[src/design/pfb_cfg.svh]
// Offsets, field positions, reset values and timing counts of the blanking block
`ifndef PFB_CFG_SVH
`define PFB_CFG_SVH
`define PFB_OFF_LEB_CTRL 12'h000
`define PFB_OFF_LEB_DLY 12'h004
`define PFB_OFF_AUX 12'h008
`define PFB_OFF_STATUS 12'h00C
`define PFB_RST_LEB_CTRL 16'h0000
`define PFB_RST_LEB_DLY 16'h0000
`define PFB_RST_AUX 16'h0000
`define PFB_MASK_LEB_CTRL 16'hFC3F
`define PFB_MASK_LEB_DLY 16'h0FF8
`define PFB_MASK_AUX 16'hCF3F
`define PFB_B_HI_RISE 15
`define PFB_B_HI_FALL 14
`define PFB_B_LO_RISE 13
`define PFB_B_LO_FALL 12
`define PFB_B_FLT_LEB 11
`define PFB_B_CL_LEB 10
`define PFB_B_SRC_HI 5
`define PFB_B_SRC_LO 4
`define PFB_B_HS_HI 3
`define PFB_B_HS_LO 2
`define PFB_B_LS_HI 1
`define PFB_B_LS_LO 0
`define PFB_DLY_MSB 11
`define PFB_DLY_LSB 3
`define PFB_DLY_W 9
`define PFB_B_FINE_PER 15
`define PFB_B_FINE_DUTY 14
`define PFB_BSEL_MSB 11
`define PFB_BSEL_LSB 8
`define PFB_CSEL_MSB 5
`define PFB_CSEL_LSB 2
`define PFB_B_CHOP_H 1
`define PFB_B_CHOP_L 0
`define PFB_GEN_N 9
`define PFB_STEP_PS 8320
`define PFB_CLK_PS 4000
`define PFB_STEP_CYC ((`PFB_STEP_PS + `PFB_CLK_PS - 1) / `PFB_CLK_PS)
`endif

[src/design/pfb_pkg.sv]
// Types shared by the blanking and chop block
package pfb_pkg;
   typedef logic [15:0] pfb_reg_t;
   typedef logic [3:0] pfb_sel_t;
   typedef enum logic [1:0]
   {
      PFB_RD_IDLE = 2'b00,
      PFB_RD_OK = 2'b01,
      PFB_RD_ERR = 2'b10
   } pfb_rsp_e;
endpackage : pfb_pkg

[src/design/pfb_edge_blank.sv]
// Edge-triggered blanking counter with its own step divider
module pfb_edge_blank
   import pfb_pkg::*;
#(
   parameter int DLY_W = 9,
   parameter int STEP_CYC = 3
)
(
   input wire logic clk,
   input wire logic rst_n,
   input wire logic high_in,
   input wire logic low_in,
   input wire logic [3:0] trig_en,
   input wire logic [DLY_W-1:0] delay,
   output logic trig,
   output logic active
);
   localparam int DW = $clog2(STEP_CYC + 1);
   localparam logic [DW-1:0] STEP_LAST = DW'(STEP_CYC - 1);
   logic high_prev_reg;
   logic low_prev_reg;
   logic [DLY_W-1:0] cnt_reg;
   logic [DW-1:0] div_reg;

   // Previous output levels for edge detection
   always_ff @(posedge clk or negedge rst_n)
   begin
      if (!rst_n)
      begin
         high_prev_reg <= 1'b0;
         low_prev_reg <= 1'b0;
      end
      else
      begin
         high_prev_reg <= high_in;
         low_prev_reg <= low_in;
      end
   end

   assign trig = (trig_en[3] & high_in & ~high_prev_reg)
      | (trig_en[2] & ~high_in & high_prev_reg)
      | (trig_en[1] & low_in & ~low_prev_reg)
      | (trig_en[0] & ~low_in & low_prev_reg);

   always_ff @(posedge clk or negedge rst_n)
   begin
      if (!rst_n)
      begin
         cnt_reg <= '0;
         div_reg <= '0;
      end
      else if (trig)
      begin
         cnt_reg <= delay;
         div_reg <= '0;
      end
      else if (cnt_reg != '0)
      begin
         if (div_reg == STEP_LAST)
         begin
            div_reg <= '0;
            cnt_reg <= cnt_reg - DLY_W'(1);
         end
         else
         begin
            div_reg <= div_reg + DW'(1);
         end
      end
   end

   assign active = (cnt_reg != '0);
endmodule : pfb_edge_blank

[src/design/pfb_top.sv]
// Fault blanking, chop and fine-resolution gating for one PWM generator
`include "pfb_cfg.svh"
module pfb_top
   import pfb_pkg::*;
#(
   parameter int DLY_W = `PFB_DLY_W,
   parameter int STEP_CYC = `PFB_STEP_CYC,
   parameter int GEN_N = `PFB_GEN_N
)
(
   input wire logic pclk,
   input wire logic presetn,
   input wire logic psel,
   input wire logic penable,
   input wire logic pwrite,
   input wire logic [11:0] paddr,
   input wire logic [31:0] pwdata,
   input wire logic [3:0] pstrb,
   output logic [31:0] prdata,
   output logic pready,
   output logic pslverr,
   input wire logic pwm_high_in,
   input wire logic pwm_low_in,
   input wire logic [GEN_N-1:0] gen_high_in,
   input wire logic chop_clk_in,
   input wire logic fault_in,
   input wire logic current_limit_in,
   output logic high_side_output,
   output logic low_side_output,
   output logic chop_gate_signal,
   output logic fault_out,
   output logic current_limit_out,
   output logic fine_period_off,
   output logic fine_duty_off
);
   pfb_reg_t blanking_edge_and_state_control_reg;
   pfb_reg_t blanking_delay_reg;
   pfb_reg_t pwm_auxiliary_control_reg;
   pfb_reg_t wr_next;
   pfb_reg_t lane_mask;
   pfb_reg_t rd_next;
   pfb_rsp_e rsp_next;
   logic [31:0] prdata_reg;
   logic pready_reg;
   logic pslverr_reg;
   logic apb_setup;
   logic apb_write;
   logic [DLY_W-1:0] blank_delay_count;
   pfb_sel_t state_blank_source_select;
   pfb_sel_t chop_source_select;
   logic state_src;
   logic chop_src;
   logic leb_trig;
   logic leb_active;
   logic state_mask;
   logic fault_edge_blank_en;
   logic current_limit_edge_blank_en;
   logic high_side_chop_en;
   logic low_side_chop_en;
   logic fault_mask;
   logic cl_mask;

   // Bus phases; the access phase always finishes in one cycle
   assign apb_setup = psel & ~penable;
   assign apb_write = psel & penable & pready_reg & pwrite & ~pslverr_reg;
   assign lane_mask = {{8{pstrb[1]}}, {8{pstrb[0]}}};
   assign wr_next = pwdata[15:0] & lane_mask;

   // Read mux and address decode
   always_comb
   begin
      rd_next = 16'h0000;
      rsp_next = PFB_RD_OK;
      unique case (paddr)
         `PFB_OFF_LEB_CTRL: rd_next = blanking_edge_and_state_control_reg;
         `PFB_OFF_LEB_DLY: rd_next = blanking_delay_reg;
         `PFB_OFF_AUX: rd_next = pwm_auxiliary_control_reg;
         `PFB_OFF_STATUS: rd_next = {13'h0000, chop_src, state_mask, leb_active};
         default: rsp_next = PFB_RD_ERR;
      endcase
   end

   // Answer registers loaded in the setup phase
   always_ff @(posedge pclk or negedge presetn)
   begin
      if (!presetn)
      begin
         prdata_reg <= 32'h00000000;
         pready_reg <= 1'b0;
         pslverr_reg <= 1'b0;
      end
      else
      begin
         pready_reg <= apb_setup;
         pslverr_reg <= apb_setup & (rsp_next == PFB_RD_ERR);
         if (apb_setup & ~pwrite)
         begin
            prdata_reg <= {16'h0000, rd_next};
         end
      end
   end

   always_ff @(posedge pclk or negedge presetn)
   begin
      if (!presetn)
      begin
         blanking_edge_and_state_control_reg <= `PFB_RST_LEB_CTRL;
         blanking_delay_reg <= `PFB_RST_LEB_DLY;
         pwm_auxiliary_control_reg <= `PFB_RST_AUX;
      end
      else if (apb_write)
      begin
         if (paddr == `PFB_OFF_LEB_CTRL)
         begin
            blanking_edge_and_state_control_reg <= ((blanking_edge_and_state_control_reg
               & ~lane_mask) | wr_next) & `PFB_MASK_LEB_CTRL;
         end
         if (paddr == `PFB_OFF_LEB_DLY)
         begin
            blanking_delay_reg <= ((blanking_delay_reg & ~lane_mask) | wr_next)
               & `PFB_MASK_LEB_DLY;
         end
         if (paddr == `PFB_OFF_AUX)
         begin
            pwm_auxiliary_control_reg <= ((pwm_auxiliary_control_reg & ~lane_mask)
               | wr_next) & `PFB_MASK_AUX;
         end
      end
   end

   // Field extraction
   assign blank_delay_count = blanking_delay_reg[`PFB_DLY_MSB:`PFB_DLY_LSB];
   assign state_blank_source_select = pwm_auxiliary_control_reg[`PFB_BSEL_MSB:`PFB_BSEL_LSB];
   assign chop_source_select = pwm_auxiliary_control_reg[`PFB_CSEL_MSB:`PFB_CSEL_LSB];
   assign fault_edge_blank_en = blanking_edge_and_state_control_reg[`PFB_B_FLT_LEB];
   assign current_limit_edge_blank_en = blanking_edge_and_state_control_reg[`PFB_B_CL_LEB];
   assign high_side_chop_en = pwm_auxiliary_control_reg[`PFB_B_CHOP_H];
   assign low_side_chop_en = pwm_auxiliary_control_reg[`PFB_B_CHOP_L];

   always_comb
   begin
      state_src = 1'b0;
      chop_src = chop_clk_in;
      if ((state_blank_source_select != 4'h0) && (state_blank_source_select <= GEN_N))
      begin
         state_src = gen_high_in[state_blank_source_select - 4'h1];
      end
      if (chop_source_select != 4'h0)
      begin
         chop_src = 1'b0;
         if (chop_source_select <= GEN_N)
         begin
            chop_src = gen_high_in[chop_source_select - 4'h1];
         end
      end
   end

   // Edge blanking counter
   pfb_edge_blank #(
      .DLY_W(DLY_W),
      .STEP_CYC(STEP_CYC)
   ) u_edge_blank (
      .clk(pclk),
      .rst_n(presetn),
      .high_in(pwm_high_in),
      .low_in(pwm_low_in),
      .trig_en(blanking_edge_and_state_control_reg[`PFB_B_HI_RISE:`PFB_B_LO_FALL]),
      .delay(blank_delay_count),
      .trig(leb_trig),
      .active(leb_active)
   );

   assign state_mask =
      (blanking_edge_and_state_control_reg[`PFB_B_SRC_HI] & (state_blank_source_select != 4'h0)
         & state_src)
      | (blanking_edge_and_state_control_reg[`PFB_B_SRC_LO] & (state_blank_source_select != 4'h0)
         & ~state_src)
      | (blanking_edge_and_state_control_reg[`PFB_B_HS_HI] & pwm_high_in)
      | (blanking_edge_and_state_control_reg[`PFB_B_HS_LO] & ~pwm_high_in)
      | (blanking_edge_and_state_control_reg[`PFB_B_LS_HI] & pwm_low_in)
      | (blanking_edge_and_state_control_reg[`PFB_B_LS_LO] & ~pwm_low_in);

   // blanking gated by the input enables
   assign fault_mask = fault_edge_blank_en & (leb_active | state_mask);
   assign cl_mask = current_limit_edge_blank_en & (leb_active | state_mask);

   // Masked fault and current-limit outputs
   always_ff @(posedge pclk or negedge presetn)
   begin
      if (!presetn)
      begin
         fault_out <= 1'b0;
         current_limit_out <= 1'b0;
      end
      else
      begin
         fault_out <= fault_in & ~fault_mask;
         current_limit_out <= current_limit_in & ~cl_mask;
      end
   end

   always_ff @(posedge pclk or negedge presetn)
   begin
      if (!presetn)
      begin
         high_side_output <= 1'b0;
         low_side_output <= 1'b0;
         chop_gate_signal <= 1'b0;
      end
      else
      begin
         high_side_output <= pwm_high_in & (~high_side_chop_en | chop_src);
         low_side_output <= pwm_low_in & (~low_side_chop_en | chop_src);
         chop_gate_signal <= chop_src;
      end
   end

   always_ff @(posedge pclk or negedge presetn)
   begin
      if (!presetn)
      begin
         fine_period_off <= 1'b0;
         fine_duty_off <= 1'b0;
      end
      else
      begin
         fine_period_off <= pwm_auxiliary_control_reg[`PFB_B_FINE_PER];
         fine_duty_off <= pwm_auxiliary_control_reg[`PFB_B_FINE_DUTY];
      end
   end

   assign prdata = prdata_reg;
   assign pready = pready_reg;
   assign pslverr = pslverr_reg;

   // Checks on blanking, selection and register behaviour
   a_high_rise: assert property (
      @(posedge pclk) disable iff (!presetn)
      (blanking_edge_and_state_control_reg[`PFB_B_HI_RISE] && $rose(pwm_high_in)
         && blank_delay_count != '0) |=> leb_active)
      else $error("high rise did not start blanking");
   a_high_fall: assert property (
      @(posedge pclk) disable iff (!presetn)
      (blanking_edge_and_state_control_reg[`PFB_B_HI_FALL] && $fell(pwm_high_in)
         && blank_delay_count != '0) |=> leb_active)
      else $error("high fall did not start blanking");
   a_low_rise: assert property (
      @(posedge pclk) disable iff (!presetn)
      (blanking_edge_and_state_control_reg[`PFB_B_LO_RISE] && $rose(pwm_low_in)
         && blank_delay_count != '0) |=> leb_active)
      else $error("low rise did not start blanking");
   a_low_fall: assert property (
      @(posedge pclk) disable iff (!presetn)
      (blanking_edge_and_state_control_reg[`PFB_B_LO_FALL] && $fell(pwm_low_in)
         && blank_delay_count != '0) |=> leb_active)
      else $error("low fall did not start blanking");
   a_fault_pass: assert property (
      @(posedge pclk) disable iff (!presetn)
      !fault_edge_blank_en |=> fault_out == $past(fault_in))
      else $error("fault input masked while blanking disabled");
   a_cl_blank: assert property (
      @(posedge pclk) disable iff (!presetn)
      (current_limit_edge_blank_en && leb_active) |=> !current_limit_out)
      else $error("current limit passed during edge blanking");
   a_blank_len: assert property (
      @(posedge pclk) disable iff (!presetn)
      (leb_trig && blank_delay_count == 9'h001) ##1 (!leb_trig)[*3]
         |-> leb_active ##1 !leb_active)
      else $error("one blanking step is not three cycles");
   a_src_high: assert property (
      @(posedge pclk) disable iff (!presetn)
      (blanking_edge_and_state_control_reg[`PFB_B_SRC_HI] && state_src && fault_edge_blank_en)
         |=> !fault_out)
      else $error("fault passed while source high blanking");
   a_src_low: assert property (
      @(posedge pclk) disable iff (!presetn)
      (blanking_edge_and_state_control_reg[`PFB_B_SRC_LO] && !state_src
         && state_blank_source_select != 4'h0 && current_limit_edge_blank_en)
         |=> !current_limit_out)
      else $error("current limit passed while source low blanking");
   a_hs_state: assert property (
      @(posedge pclk) disable iff (!presetn)
      ((blanking_edge_and_state_control_reg[`PFB_B_HS_HI] && pwm_high_in)
         || (blanking_edge_and_state_control_reg[`PFB_B_HS_LO] && !pwm_high_in)) |-> state_mask)
      else $error("high side state blanking missing");
   a_ls_state: assert property (
      @(posedge pclk) disable iff (!presetn)
      ((blanking_edge_and_state_control_reg[`PFB_B_LS_HI] && pwm_low_in)
         || (blanking_edge_and_state_control_reg[`PFB_B_LS_LO] && !pwm_low_in)) |-> state_mask)
      else $error("low side state blanking missing");
   a_src_none: assert property (
      @(posedge pclk) disable iff (!presetn)
      state_blank_source_select == 4'h0 |-> !state_src)
      else $error("source code zero is not constant low");
   a_chop_high: assert property (
      @(posedge pclk) disable iff (!presetn)
      (high_side_chop_en && chop_source_select == 4'h0 && pwm_high_in)
         |=> high_side_output == $past(chop_clk_in))
      else $error("high side not chopped by chop generator");
   a_chop_low: assert property (
      @(posedge pclk) disable iff (!presetn)
      (!low_side_chop_en) |=> low_side_output == $past(pwm_low_in))
      else $error("low side chopped while chop disabled");
   a_fine_off: assert property (
      @(posedge pclk) disable iff (!presetn)
      (apb_write && paddr == `PFB_OFF_AUX && pstrb[1]) |=> ##1
         (fine_period_off == $past(pwdata[15], 2) && fine_duty_off == $past(pwdata[14], 2)))
      else $error("fine resolution gating did not follow write");
   a_rsvd_zero: assert property (
      @(posedge pclk) disable iff (!presetn)
      (pready_reg && !pwrite && paddr == `PFB_OFF_LEB_DLY)
         |-> (prdata_reg[31:12] == 20'h00000 && prdata_reg[2:0] == 3'h0))
      else $error("reserved delay bits read nonzero");
   a_retrig: assert property (
      @(posedge pclk) disable iff (!presetn)
      (leb_trig && blank_delay_count != '0) ##1 (!leb_trig)[*2]
         |-> ($past(leb_active) && leb_active) ##1 leb_active)
      else $error("trigger did not hold blanking three cycles");
   a_mask_or: assert property (
      @(posedge pclk) disable iff (!presetn)
      (fault_edge_blank_en && !leb_active && !state_mask) |=> fault_out == $past(fault_in))
      else $error("fault masked with no blanking active");
endmodule : pfb_top

[config.mk]
export PLATFORM = sky130hd
export DESIGN_NAME = pfb_top
export DESIGN_NICKNAME = d
export VERILOG_FILES = /design/src/design/pfb_pkg.sv /design/src/design/pfb_edge_blank.sv /design/src/design/pfb_top.sv
export VERILOG_INCLUDE_DIRS = /design/src /design/src/design
export SDC_FILE = /design/constraint.sdc
export NUM_CORES = 1
export LEC_CHECK = 0
export BUFFER_PORTS_ARGS = -buffer_cell sky130_fd_sc_hd__buf_4
export CORE_MARGIN = 2
export CORE_UTILIZATION = 40
export DETAILED_ROUTE_END_ITERATION = 6
export GPL_TIMING_DRIVEN = 1
export MAX_ROUTING_LAYER = met4
export PLACE_DENSITY = 0.66
export SLEW_MARGIN = 40
export SYNTH_ARGS = -nofsm -noshare
export SYNTH_HDL_FRONTEND = slang
export SYNTH_SLANG_ARGS = --single-unit
[constraint.sdc]
create_clock -name pclk -period 1.9 [get_ports pclk]
set_input_delay 0.095 -clock pclk [delete_from_list [all_inputs] [get_ports pclk]]
set_output_delay 0.095 -clock pclk [all_outputs]
set_load 0.01 [all_outputs]
==> metrics.txt <==
Critical-path top delay cell dfrtp_2; critical path type flip-flop to flip-flop; Final ANT Viol Nets 0; P_leak 2.42 nW; die area 9920 µm²; CTS Buf Count 9; Pwr Density 740 nW/µm²; Adder-Cell Fraction of Synth Area 0.0171; sequential share of power 0.462; hold wc startpoint fault_in; layout cells sized above 1 0.395; num rows 34; core area 8810 µm²; Synth Instances 340; Worst Setup Slack, final -126 ps; violated checks setup timing; Compound-Gate Fraction of Synth Area 0.101; RSZ-0062 raised after global routing yes; drt drc 0; hold crit path type primary input to flip-flop; Yosys top cell by area dfrtp_1; Max Slew Vio Count 0; clock power share 0.303; worst-margin pin slew 503 ps; fraction of registers with async set/reset 1.00; Synth Flop Type dfrtp_1; Post-synth EDFFs 0; YS warnings 0; peak supply drop 503 µV; area growth from synthesis to layout 37.3%; # clock sinks 71; slew margin rel. 0.664; Avg Vias per Cell 5.09; Post-Synth XOR/XNOR Area 0.0216; status finished, violations left; nets@finish 538; htree depth 3; post-placement setup slack -229 ps; critical path peak fanout 5; initial core utilization 0.415; vias in the first global route 2911; Die Y 99.6 µm; 1st-iter DRT viols 192; Int Pwr 2.65 mW; Reg clk slew, reported paths 80 ps; Critical Path End Type flip-flop; worst-path cell chain inv_2 -> ha_4 -> mux4_1 -> mux2_4 -> o2111ai_2 -> mux2i_2 -> o22ai_1; main combinational cell family by area after synthesis multiplexers; fin util 0.570; min Tclk post-route 2030 ps; clock skew 8.27 ps; switching share of power 0.287; Gate power share 0.235; count of state elements after synthesis 71; Root Buffer clkbuf_8; PortBufs 73; # diodes 0; Net Sw Power 1.07 mW; initial antenna violation count 0; I/O pin count 108; Pre-antenna DRT Iters 4; later-pin clock latency in the skew report 350 ps; largest net degree at the start of global routing 39; DPL Wire Length 6610 µm; post-synthesis mux area share 0.170; max_cap viols 0; Worst path max stage delay 420 ps; CP Data Required Time 2130 ps; CP Launch Type flip-flop; vias 2950; area share of the largest cell type after synthesis 0.486; synthesized cell area 3660 µm²; Seq/Total Area, Yosys 0.486; Final Setup Violations 5; Unique masters post-synth 43; Max Freq 0.493 GHz; Synth area leaders dfrtp_1 49%, mux2_2 11%, mux2i_1 3.6%; DR WL/cell 15.5 µm; Global Route Usage Sum 0.192; CTS Buffer Depth 2; global route overflow 0; Worst EP arrival 2260 ps; period utilisation layout 1.07; Post-Synth Simple-Gate Area 0.138; first-pass GRT wire length 14400 µm; Hold Slack 15.4 ps; Mean Syn Cell Area 10.8 µm²; Die Width 99.6 µm; total routed wirelength 9000 µm; CTS tree built; routability cong. 0.784; Final Hold Fails 0
metal layers:
layer	global-route usage	wire [µm]
met4	0.0664	125
met2	0.307	4380
met5	-	0
met3	0.0260	347
met1	0.253	4150
placed cells by master, fill, tap and decap left out, types with 4 or more instances in the layout:
cell           instances
a22o_1                 4
buf_6                  4
nor4_1                 5
mux2i_1               12
xnor2_1                8
nor2b_1                6
dfrtp_1               70
nand3_1                4
a21oi_1               15
clkbuf_8              11
buf_4                104
nor3_1                 4
o21ai_0                5
a21boi_0               5
o31ai_1                9
nand2b_1               4
nor2_1                26
nand2_1               33
inv_1                 10
mux2_2                33
conb_1                16
dlygate4sd3_1         21
nand4_1                5
repair_timing:
action	CTS	global route
hold endpoints to repair	71	0
endpoints found under the setup margin	8	18
gates resized for setup	6	21
pin swaps	3	17
hold buffers	21	0
buffers inserted	0	5
worst max-delay path, delay by kind of cell, from the launching register on:
kind / cells / cell delay [ps]
compound gates: 2 / 310
fa+ha+maj: 1 / 270
buf+inv: 1 / 60
flops: 1 / 420
mux: 3 / 860
cell usage after synthesis, types with 6 or more instances:
cell type,instances
nand2_1,33
xnor2_1,9
o31ai_1,9
inv_1,13
a21oi_1,16
mux2i_1,13
mux2_2,35
clkbuf_1,10
o21ai_0,7
nor4_1,6
nor2b_1,6
nor3_1,7
buf_4,16
nor2_1,28
dfrtp_1,71
worst paths after layout:
| path | to | slack (ps) | cells past startpoint |
|---|---|---|---|
| worst max-delay path | fault_out$_DFF_PN0_ | -130 | 7 |
| worst min-delay path | fault_out$_DFF_PN0_ | 20 | 3 |
| worst max register to register | fault_out$_DFF_PN0_ | -130 | 7 |
| worst min register to register | fine_period_off$_DFF_PN0_ | 420 | 0 |
| max in group asynchronous | async pin | 1090 | 3 |
| min in group asynchronous | async pin | 250 | 2 |
power by group through the flow:
stage	clock network (mW)	registers [mW]	logic, mW
finish	1.13	1.72	0.873
global route	1.21	1.73	0.969
CTS	1.15	1.71	0.753
floorplan	0	1.75	0.400
detailed placement	0	1.74	0.714
global placement	0	1.73	0.703
metrics by stage:
step | area (µm²) | cells | power, mW | TNS [ps]
floorplan | 3730 | 355 | 2.15 | -145
global placement | 4490 | 537 | 2.44 | -1550
detailed placement | 4490 | 537 | 2.45 | -1870
CTS | 4900 | 574 | 3.61 | -344
global route | 5020 | 579 | 3.91 | -1420
finish | 5020 | 579 | 3.72 | -378
layout make-up:
class                      instances  area [µm²]
fill                             765        3780
multi-input combinational        240        1800
clock buffer                      11         151
timing repair buffer             131        1080
tap                              108         135
clock inverter                     5        32.5
sequential                        71        1780
inverter                          13        48.8
cell families after synthesis:
family          count (synthesis)
compound gates                 53
xor+xnor                        9
fa+ha+maj                       5
buf+inv                        44
flops                          71
mux                            52
other cells                     1
simple gates                  105
Power figures use the tool's default switching activity.
